===== src/pkg/shutdown_consts.svh =====
// Register offsets, field positions, reset values and sizes of the output shutdown unit
`ifndef SHUTDOWN_CONSTS_SVH
`define SHUTDOWN_CONSTS_SVH

`define SD_NUM_CH        4
`define SD_ADDR_W        4
`define SD_OFF_CTRL_A    4'h0
`define SD_OFF_CTRL_B    4'h1
`define SD_OFF_FLAG_A    4'h2
`define SD_OFF_FLAG_B    4'h3
`define SD_OFF_CHGRP     4'h4
`define SD_OFF_INT_MASK  4'h5
`define SD_OFF_PINS      4'h6
`define SD_OFF_CLEAR     4'h7
// Control fields
`define SD_CTRL_TRIP_EN  0
`define SD_CTRL_REQ_EN   1
`define SD_CTRL_OSC_EN   2
`define SD_CTRL_SW_STOP  3
// Flag fields
`define SD_FLG_TRIP      0
`define SD_FLG_REQ       1
`define SD_FLG_OSC       2
`define SD_FLG_SW        3
// Clear register fields
`define SD_CLR_A         0
`define SD_CLR_B         1
// Reset values
`define SD_CTRL_RST      4'h0
`define SD_FLAG_RST      4'h0
`define SD_CHGRP_RST     4'h0
`define SD_MASK_RST      8'h00

`endif


===== src/pkg/shutdown_pkg.sv =====
// Types shared by the output shutdown unit
package shutdown_pkg;
	typedef logic [3:0] flags_t;
	typedef enum logic [1:0] {
		GRP_RUN  = 2'b01,
		GRP_STOP = 2'b10
	} grp_state_e;
endpackage


===== src/verilog/output_shutdown_unit.sv =====
// Output shutdown unit: two groups gating the pwm_timer channel outputs
`timescale 1ns/1ps
module output_shutdown_unit
	import shutdown_pkg::*;
(
	// Clock and reset
	input  wire logic                    clk,
	input  wire logic                    resetn,
	// Register port
	input  wire logic [3:0]              addr,
	input  wire logic [7:0]              wdata,
	input  wire logic                    wr,
	input  wire logic                    rd,
	output logic      [7:0]              rdata,
	// Trip inputs per group, from pins
	input  wire logic                    external_trip_input_a,
	input  wire logic                    external_trip_input_b,
	// Timer and comparator disable requests, per group
	input  wire logic [1:0]              pwm_timer_disable_req,
	input  wire logic [1:0]              fast_comparator_req,
	// Oscillation stop from clock monitor
	input  wire logic                    osc_stop,
	// Timer outputs in
	input  wire logic [3:0]              timer_a_in,
	input  wire logic [3:0]              timer_b_in,
	// Pins out, with output enables
	output logic      [3:0]              timer_output_a,
	output logic      [3:0]              timer_output_a_oe,
	output logic      [3:0]              timer_output_b,
	output logic      [3:0]              timer_output_b_oe,
	// Interrupt
	output logic                         irq
);
`include "shutdown_consts.svh"

	logic [3:0]  ctrl_a;
	logic [3:0]  ctrl_b;
	logic [3:0]  chgrp;
	logic [7:0]  int_mask;
	logic [7:0]  int_stat;
	logic [1:0]  trip_s1;
	logic [1:0]  trip_s2;
	logic [1:0]  trip_s3;
	logic        osc_s1;
	logic        osc_s2;
	logic [1:0]  trip_rise;
	logic [1:0]  sw_pulse;
	logic [1:0]  clr_pulse;
	flags_t      flags_a;
	flags_t      flags_b;
	logic        stop_a;
	logic        stop_b;
	logic [7:0]  next_int_stat;
	logic [3:0]  ch_stop;
	flags_t      flags_a_q;
	flags_t      flags_b_q;
	logic        req_ev_a;
	logic        req_ev_b;

	function automatic logic wr_hit(input logic [3:0] a);
		wr_hit = wr && (addr == a);
	endfunction

	// Request source: enabled and either timer or comparator asks
	function automatic logic req_hit(input logic en, input logic tmr, input logic cmp);
		req_hit = en && (tmr || cmp);
	endfunction

	// Trip pins pass two flops; third stage for edge detection
	always_ff @(posedge clk or negedge resetn) begin
		if (!resetn) begin
			trip_s1 <= 2'h0;
			trip_s2 <= 2'h0;
			trip_s3 <= 2'h0;
		end else begin
			trip_s1 <= {external_trip_input_b, external_trip_input_a};
			trip_s2 <= trip_s1;
			trip_s3 <= trip_s2;
		end
	end

	// Oscillation stop level passes two flops
	always_ff @(posedge clk or negedge resetn) begin
		if (!resetn) begin
			osc_s1 <= 1'b0;
			osc_s2 <= 1'b0;
		end else begin
			osc_s1 <= osc_stop;
			osc_s2 <= osc_s1;
		end
	end

	assign trip_rise[0] = ctrl_a[`SD_CTRL_TRIP_EN] && trip_s2[0] && !trip_s3[0];
	assign trip_rise[1] = ctrl_b[`SD_CTRL_TRIP_EN] && trip_s2[1] && !trip_s3[1];

	// Software stop and clear pulses
	assign sw_pulse[0]  = wr_hit(`SD_OFF_CTRL_A) && wdata[`SD_CTRL_SW_STOP];
	assign sw_pulse[1]  = wr_hit(`SD_OFF_CTRL_B) && wdata[`SD_CTRL_SW_STOP];
	assign clr_pulse[0] = wr_hit(`SD_OFF_CLEAR) && wdata[`SD_CLR_A];
	assign clr_pulse[1] = wr_hit(`SD_OFF_CLEAR) && wdata[`SD_CLR_B];

	// Control register of group A; software stop bit is not stored
	always_ff @(posedge clk or negedge resetn) begin
		if (!resetn) begin
			ctrl_a <= `SD_CTRL_RST;
		end else if (wr_hit(`SD_OFF_CTRL_A)) begin
			ctrl_a <= {1'b0, wdata[2:0]};
		end
	end

	// Control register of group B
	always_ff @(posedge clk or negedge resetn) begin
		if (!resetn) begin
			ctrl_b <= `SD_CTRL_RST;
		end else if (wr_hit(`SD_OFF_CTRL_B)) begin
			ctrl_b <= {1'b0, wdata[2:0]};
		end
	end

	// Channel to group map
	always_ff @(posedge clk or negedge resetn) begin
		if (!resetn) begin
			chgrp <= `SD_CHGRP_RST;
		end else if (wr_hit(`SD_OFF_CHGRP)) begin
			chgrp <= wdata[3:0];
		end
	end

	// Interrupt mask
	always_ff @(posedge clk or negedge resetn) begin
		if (!resetn) begin
			int_mask <= `SD_MASK_RST;
		end else if (wr_hit(`SD_OFF_INT_MASK)) begin
			int_mask <= wdata;
		end
	end

	// Request events per group
	assign req_ev_a = req_hit(ctrl_a[`SD_CTRL_REQ_EN], pwm_timer_disable_req[0],
	                          fast_comparator_req[0]);
	assign req_ev_b = req_hit(ctrl_b[`SD_CTRL_REQ_EN], pwm_timer_disable_req[1],
	                          fast_comparator_req[1]);

	// Group A: all four sources
	shutdown_group u_group_a (
		.clk       (clk),
		.resetn    (resetn),
		.trip_rise (trip_rise[0]),
		.req_ev    (req_ev_a),
		.osc_ev    (ctrl_a[`SD_CTRL_OSC_EN] && osc_s2),
		.sw_ev     (sw_pulse[0]),
		.clear_all (clr_pulse[0]),
		.flags     (flags_a),
		.stopped   (stop_a)
	);

	// Group B, independent of A
	shutdown_group u_group_b (
		.clk       (clk),
		.resetn    (resetn),
		.trip_rise (trip_rise[1]),
		.req_ev    (req_ev_b),
		.osc_ev    (ctrl_b[`SD_CTRL_OSC_EN] && osc_s2),
		.sw_ev     (sw_pulse[1]),
		.clear_all (clr_pulse[1]),
		.flags     (flags_b),
		.stopped   (stop_b)
	);

	// Channel stop: each channel follows its selected group only
	always_comb begin
		for (int i = 0; i < `SD_NUM_CH; i++) begin
			ch_stop[i] = chgrp[i] ? stop_b : stop_a;
		end
	end

	// Output pin values registered
	always_ff @(posedge clk or negedge resetn) begin
		if (!resetn) begin
			timer_output_a <= 4'h0;
			timer_output_b <= 4'h0;
		end else begin
			timer_output_a <= timer_a_in;
			timer_output_b <= timer_b_in;
		end
	end

	// Output enables registered; low means high impedance
	always_ff @(posedge clk or negedge resetn) begin
		if (!resetn) begin
			timer_output_a_oe <= 4'h0;
			timer_output_b_oe <= 4'h0;
		end else begin
			timer_output_a_oe <= ~ch_stop;
			timer_output_b_oe <= ~ch_stop;
		end
	end

	// Interrupt status: {group B, group A}, write one to clear
	always_comb begin
		next_int_stat = int_stat;
		if (wr_hit(`SD_OFF_FLAG_A)) next_int_stat[3:0] = int_stat[3:0] & ~wdata[3:0];
		if (wr_hit(`SD_OFF_FLAG_B)) next_int_stat[7:4] = int_stat[7:4] & ~wdata[3:0];
		// Sources set on the flag's rising edge; set wins over clear
		next_int_stat = next_int_stat | {flags_b & ~flags_b_q, flags_a & ~flags_a_q};
	end

	// Previous flags, for rising edge detection
	always_ff @(posedge clk or negedge resetn) begin
		if (!resetn) begin
			flags_a_q <= `SD_FLAG_RST;
			flags_b_q <= `SD_FLAG_RST;
		end else begin
			flags_a_q <= flags_a;
			flags_b_q <= flags_b;
		end
	end

	always_ff @(posedge clk or negedge resetn) begin
		if (!resetn) begin
			int_stat <= `SD_MASK_RST;
		end else begin
			int_stat <= next_int_stat;
		end
	end

	always_ff @(posedge clk or negedge resetn) begin
		if (!resetn) begin
			irq <= 1'b0;
		end else begin
			irq <= |(next_int_stat & int_mask);
		end
	end

	// Read data, one cycle after the strobe
	always_ff @(posedge clk or negedge resetn) begin
		if (!resetn) begin
			rdata <= 8'h00;
		end else if (rd) begin
			case (addr)
				`SD_OFF_CTRL_A:   rdata <= {4'h0, ctrl_a};
				`SD_OFF_CTRL_B:   rdata <= {4'h0, ctrl_b};
				`SD_OFF_FLAG_A:   rdata <= {int_stat[3:0], flags_a};
				`SD_OFF_FLAG_B:   rdata <= {int_stat[7:4], flags_b};
				`SD_OFF_CHGRP:    rdata <= {4'h0, chgrp};
				`SD_OFF_INT_MASK: rdata <= int_mask;
				`SD_OFF_PINS:     rdata <= {2'h0, stop_b, stop_a, trip_s2, osc_s2, 1'b0};
				default:          rdata <= 8'h00;
			endcase
		end else begin
			rdata <= 8'h00;
		end
	end
endmodule


===== src/verilog/shutdown_group.sv =====
// One shutdown group: sticky detection flags and stop state
`timescale 1ns/1ps
module shutdown_group
	import shutdown_pkg::*;
(
	// Clock and reset
	input  wire logic   clk,
	input  wire logic   resetn,
	// Enabled sources: trip and software stop are one-cycle events, request and oscillation stop are levels
	input  wire logic   trip_rise,
	input  wire logic   req_ev,
	input  wire logic   osc_ev,
	input  wire logic   sw_ev,
	// Clear all flags of this group
	input  wire logic   clear_all,
	// Flags and stop state
	output flags_t      flags,
	output logic        stopped
);
`include "shutdown_consts.svh"

	flags_t     set_vec;
	flags_t     next_flags;
	grp_state_e state;

	always_comb begin
		set_vec = `SD_FLAG_RST;
		set_vec[`SD_FLG_TRIP] = trip_rise;
		set_vec[`SD_FLG_REQ]  = req_ev;
		set_vec[`SD_FLG_OSC]  = osc_ev;
		set_vec[`SD_FLG_SW]   = sw_ev;
	end

	// Set wins over a clear in the same cycle
	always_comb begin
		next_flags = (clear_all ? `SD_FLAG_RST : flags) | set_vec;
	end

	always_ff @(posedge clk or negedge resetn) begin
		if (!resetn) begin
			flags <= `SD_FLAG_RST;
		end else begin
			flags <= next_flags;
		end
	end

	always_ff @(posedge clk or negedge resetn) begin
		if (!resetn) begin
			state <= GRP_RUN;
		end else begin
			case (state)
				GRP_RUN:  if (|next_flags) state <= GRP_STOP;
				GRP_STOP: if (~|next_flags) state <= GRP_RUN;
				default:  state <= GRP_RUN;
			endcase
		end
	end

	assign stopped = (state == GRP_STOP);
endmodule


===== config.mk =====
export PLATFORM = sky130hd
export DESIGN_NAME = output_shutdown_unit
export DESIGN_NICKNAME = d
export VERILOG_FILES = /design/src/pkg/shutdown_pkg.sv /design/src/verilog/output_shutdown_unit.sv /design/src/verilog/shutdown_group.sv
export VERILOG_INCLUDE_DIRS = /design/src /design/src/pkg
export SDC_FILE = /design/constraint.sdc
export NUM_CORES = 1
export LEC_CHECK = 0
export BUFFER_PORTS_ARGS = -buffer_cell sky130_fd_sc_hd__buf_2
export CORE_MARGIN = 2
export CORE_UTILIZATION = 40
export CTS_CLUSTER_DIAMETER = 80
export DETAILED_ROUTE_END_ITERATION = 10
export PLACE_DENSITY_LB_ADDON = 0.25
export SETUP_SLACK_MARGIN = 0.4
export SYNTH_ARGS = -nofsm -noshare
export SYNTH_HDL_FRONTEND = slang
export SYNTH_SLANG_ARGS = --single-unit

===== constraint.sdc =====
create_clock -name clk -period 1.4 [get_ports clk]
set_clock_uncertainty 0.05 [all_clocks]
set_input_delay 0.21 -clock clk [delete_from_list [all_inputs] [get_ports clk]]
set_output_delay 0.21 -clock clk [all_outputs]
set_load 0.03 [all_outputs]

=== Yosys cells after proc, flatten, opt, wreduce, memory -nomap -nowiden ===
Cells that the tools add are included.

* Output and inout bits: 25
* Word-level logic and storage cells: 93
* Input bits: 31
* Register bits: 75

* Bitwise logic cells: 12
* Eq/ne operators: 15
* Mux-type cells: 16
* Reductions and logical operators: 29

{| class="wikitable"
|+ Operator list
! kind !! number
|-
| $pmux W8 S7 || 1
|-
| $logic_and A1 B1 Y1 || 19
|-
| $and A4 B4 Y4 || 4
|-
| $eq A4 B3 Y1 const B || 4
|-
| $mux W4 || 4
|-
| $not A4 Y4 || 4
|-
| $and A8 B8 Y8 || 1
|-
| $eq A4 B2 Y1 const B || 2
|-
| $mux W2 || 4
|-
| $mux W8 || 1
|-
| $or A4 B4 Y4 || 2
|-
| $or A8 B8 Y8 || 1
|-
| $pmux W2 S2 || 2
|-
| $reduce_or A4 Y1 || 2
|-
| $reduce_or A8 Y1 || 1
|-
| $eq A2 B1 Y1 const B || 2
|-
| $eq A2 B2 Y1 const B || 2
|-
| $eq A4 B1 Y1 const B || 1
|-
| $logic_not A4 Y1 || 1
|-
| $mux W1 || 4
|-
| $ne A2 B1 Y1 const B || 2
|-
| $ne A2 B2 Y1 const B || 2
|-
| $reduce_and A2 Y1 || 2
|-
| $logic_not A1 Y1 || 2
|-
| $logic_or A1 B1 Y1 || 2
|}

=== Longest topological paths before layout ===
* Word-level depth: 8
* Gate-level depth with buffers: 7
* Mapped depth without buffers: 5

=== Cells and area by module ===
From an unflattened synthesis, not the netlist that was laid out.

* Cell total of the unflattened synthesis: 265
* Area, all modules: 3,134.3 um^2

{| class="wikitable"
|+ By module, submodules not included
! module !! times used !! area an instance (um^2) !! seq. area each (um^2) !! cells an instance
|-
| output_shutdown_unit || 1 || 2,656.3 || 1,576.5 || 227
|-
| shutdown_group || 2 || 239.0 || 151.4 || 19
|}

=== Worst setup path after synthesis ===
Ideal clock, no wire load.

* Path type: input port to flip-flop
* Start: input addr[2]
* End: register irq
* Path slack: -0.142 ns
* Stages: 6
* Buffers on the path: 1
* Arrival: 1.357 ns
* Setup time: 0.136 ns
* Data required time: 1.214 ns
* Cells stage by stage: buf_6 > or3b_4 > o21ai_2 > o21ai_2 > a222oi_1 > nand3_1

* Cells in the longest elaborated chain, start to end: 6
* Elaborated cells on any way between the ends: 9
* Classes of those cells: eq/ne: 2; mux: 2; bitwise: 2; reduce/logical: 3

{| class="wikitable"
|+ Ends and longest elaborated chain
! item !! RTL line !! RTL
|-
| start: declaration || output_shutdown_unit.sv:10 || <nowiki>input wire logic [3:0] addr,</nowiki>
|-
| $eq A4 B2 Y1 || output_shutdown_unit.sv:61 || <nowiki>wr_hit = wr && (addr == a);</nowiki>
|-
| $logic_and A1 B1 Y1 || output_shutdown_unit.sv:61 ||
|-
| $mux W4 || output_shutdown_unit.sv:203 || <nowiki>if (wr_hit(`SD_OFF_FLAG_B)) next_int_stat[7:4] = int_stat[7:4] & ~wdata[3:0];</nowiki>
|-
| $or A8 B8 Y8 || output_shutdown_unit.sv:205 || <nowiki>next_int_stat = next_int_stat | {flags_b & ~flags_b_q, flags_a & ~flags_a_q};</nowiki>
|-
| net next_int_stat[6] || output_shutdown_unit.sv:53 || <nowiki>logic [7:0] next_int_stat;</nowiki>
|-
| $and A8 B8 Y8 || output_shutdown_unit.sv:231 || <nowiki>irq <= |(next_int_stat & int_mask);</nowiki>
|-
| $reduce_or A8 Y1 || output_shutdown_unit.sv:231 ||
|-
| end signal: assignment || output_shutdown_unit.sv:231 ||
|-
| end: declaration || output_shutdown_unit.sv:32 || <nowiki>output logic irq</nowiki>
|}

The timed path passes the listed nets, and every way through them passes these cells.
A chain may end at the register's enable or synchronous reset.

=== Final worst setup path ===
* Start: register u_group_b.flags[1]
* End: register irq

* Cells in the longest elaborated chain, start to end: 4

{| class="wikitable"
|+ Ends and longest elaborated chain
! item !! RTL line !! RTL
|-
| start: declaration || shutdown_group.sv:17 || <nowiki>output flags_t flags,</nowiki>
|-
| start signal: assignment || shutdown_group.sv:41 || <nowiki>flags <= `SD_FLAG_RST;</nowiki>
|-
| start signal: assignment || shutdown_group.sv:43 || <nowiki>flags <= next_flags;</nowiki>
|-
| $and A4 B4 Y4 || output_shutdown_unit.sv:205 ||
|-
| $or A8 B8 Y8 || output_shutdown_unit.sv:205 ||
|-
| $and A8 B8 Y8 || output_shutdown_unit.sv:231 ||
|-
| $reduce_or A8 Y1 || output_shutdown_unit.sv:231 ||
|}

No other way between the ends.

==> results.md <==
- Outcome: finished, violations left
- Failing checks: negative setup slack
- IO Count: 56
- CP Launch Point: u_group_b.flags[1]
- Die H: 91.6 um
- Final net count: 413
- WL per Instance: 17.7 um
- DRC Markers: 0
- Final min period: 1.45 ns
- Sequential power share: 42.0%
- CTS root buffer: clkbuf_8
- Layout cells sized above 1: 51.0%
- YS warnings: 0
- FF+latch count, synth: 75
- Avg Cell Area, Syn: 11.7 um2
- Final HPWL DP: 5910 um
- RSZ-0062 raised after global routing: yes
- Final non-filler cell area: 4730 um2
- Sequential-to-total area share from yosys stat: 61.2%
- WP data required: 1.57 ns
- Max Cap Viol: 0
- Cells after DPL: 447
- Critical Path, Cell by Cell: nor2b_1, o21ai_1, nand4_1, a222oi_1, nand3_1
- Comb power frac: 32.0%
- Chip width: 91.6 um
- CP max stage delay: 0.44 ns
- Hold WC Path Type: input port to register
- Starting Density: 41.9%
- EDFF count, synth: 0
- Clock latency on the worst-skew pair: 0.36 ns
- Worst Hold Depth: 2
- Number of global-route vias before repair: 2,687
- Layout area overhead: 53.8%
- Global Route Usage Sum: 21.6%
- Hold Path Origin: wdata[5]
- Commonest cells post-synth: dfrtp_1 (73), nand2_1 (33), mux2_2 (20), nor2_1 (15), nor2b_1 (12)
- PnR worst setup slack: -0.0484 ns
- Slew HR: 76.4%
- Share of the synthesized area in the top cell type: 59.5%
- Final Hold Vio Count: 0
- VDD IR max: 1.28 mV
- Post-synth top flop: dfrtp_1
- Clk buf depth: 2
- R2R depth: 5
- CTS tree: yes
- Worst Hold End: int_mask[5]
- Vias: 2,481
- Pin count of the biggest net entering global routing: 25
- Reg2reg start: u_group_b.flags[1]
- Core area: 7330 um2
- Pwr/cell area: 1480 nW/um2
- Switching pwr: 2.26 mW
- Std-Cell Rows: 31
- DR pass1 iterations: 4
- Yosys cell types: 39
- Fmax: 0.690 GHz
- Clock power frac: 26.0%
- Cell Area, Synth: 3070 um2
- Num CTS Buffers: 9
- Ant. Diodes: 0
- Crit start category: register
- Max Slew Vio Count: 0
- Final period utilization: 103%
- Placer Congestion: 0.924
- DRT antenna net count: 0
- Initial antenna violation count: 0
- Yosys top cell by area: dfrtp_1
- Ys async rst share: 100%
- Total Wirelength: 8590 um
- Fin cells: 485
- Vias per cell: 5.12
- Clock slew at reported path FFs: 0.08 ns
- Mapped Nets: 293
- Count leader, synth: dfrtp_1
- Crit Path Max Fanout: 4
- H-tree lvl count: 3
- CP endpoint kind: register
- Buffers on Ports: 55
- Least-Margin Pin Slew: 0.352 ns
- DIE AREA: 8400 um2
- Remaining global-route overflow: 0
- CP max stage cell: dfrtp_1
- Setup CP Type: register to register
- First-pass GRT wire length: 13,800 um
- Static Leak: 2.16 nW
- Clock sink total: 75
- Finish-stage setup viols: 2
- Reg-to-Reg End: irq
- Cells after Synth: 262
- Ranking of synthesized cells by area: dfrtp_1 (59%), mux2_2 (7.3%), nand2_1 (4.0%)
- CP arrival: 1.62 ns
- DRT iter0 DRCs: 105
- Placed cell areas: 3840 um2
- R2R Setup Slk: -0.05 ns
- Sw frac: 32.4%
- Int Pwr: 4.72 mW
==> sequential cells by signal, indices dropped and copies added, names as in the netlist, 3 cells and up <==
signal             flops
flags_b_q              4
timer_output_b         4
rdata                  8
int_mask               8
u_group_b.flags        4
u_group_a.flags        4
ctrl_a                 3
flags_a_q              4
timer_output_b_oe      4
ctrl_b                 3
timer_output_a         4
int_stat               8
chgrp                  4
==> through the flow <==
step | hold WS (ns) | total power [mW] | util (%) | setup slack (ns) | setup TNS (ns)
6_report | 0.0377 | 6.98 | 64.5 | -0.0484 | -0.0770
5_1_grt | 0.0356 | 7.31 | 64.5 | -0.159 | -0.268
4_1_cts | 0.0328 | 6.85 | 63.0 | -0.0774 | -0.0994
3_5_place_dp | 0.0574 | 4.54 | 52.4 | -0.219 | -4.13
3_3_place_gp | 0.0606 | 4.51 | 52.4 | -0.188 | -2.96
2_1_floorplan | -0.136 | 3.91 | - | -0.0725 | -0.250
==> logic make-up (layout without fill, tap and decap cells) <==
logic type / after synthesis / count (layout) / synth area share, %
xor gates and xnor gates: 1 / 1 / 0.285
buffers and inverters: 20 / 144 / 3.38
DFF: 75 / 75 / 61.2
AOI/OAI and AO/OA: 50 / 50 / 11.0
and+or+nand+nor: 92 / 92 / 14.7
muxes: 24 / 24 / 9.45
==> how the worst max path moves through the flow <==
stage                               to  slack (ns)  depth (start not counted)
floorplan                          irq       -0.07                          6
global placement                   irq       -0.19                          6
detailed placement  u_group_a.state[0]       -0.22                          8
CTS                                irq       -0.08                          6
global route                       irq       -0.16                          6
finish                             irq       -0.05                          5
==> timing repair <==
item	in CTS	in global routing
hold buffers	12	0
gates resized for setup	109	21
endpoints found under the hold margin	84	0
setup endpoints to repair	65	58
setup buffers	9	2
pin swaps	17	11
==> final cells by class <==
cell class	count	area [um2]
Clock buffer	9	124
Clock inverter	6	90.1
Fill cell	565	2610
Inverter	6	22.5
Multi-Input combinational cell	167	1390
Sequential cell	75	1880
Tap cell	99	124
Timing Repair Buffer	123	1090
==> placed cells by master (no fill, tap or decap), types with 7 or more instances in the layout <==
cell type and n:
nor2_1 7, clkbuf_8 9, nor2b_1 7, nand2_1 32, dlygate4sd3_1 12, mux2_4 13
buf_6 40, mux2_2 7, buf_4 41, dfrtp_1 71, buf_2 25, a22o_1 7
==> power groups by stage <==
| stage | Combinational (mW) | Clock, mW | Sequential [mW] |
|---|---|---|---|
| final | 2.23 | 1.82 | 2.93 |
| after global routing | 2.39 | 1.94 | 2.97 |
| after CTS | 2.10 | 1.85 | 2.90 |
| after detailed placement | 1.66 | 0 | 2.88 |
| after global placement | 1.64 | 0 | 2.87 |
| after floorplan | 0.924 | 0 | 2.99 |
==> per-layer routing <==
layer	up-vias	wire length, um	track usage, %	part of all wire, %
li1	1168	-	-	-
met1	1217	3680	26.7	43
met3	20	403	6.16	4.7
met2	76	4270	36.1	50
met5	-	0	0	0
met4	0	242	8.08	2.8
==> critical path: cells and delay by family (launching register included) <==
family	cells	cell delay (ns)
flops	1	0.44
simple gates	3	0.41
compound gates	2	0.42
No activity file was read; power rests on OpenSTA's default activity.
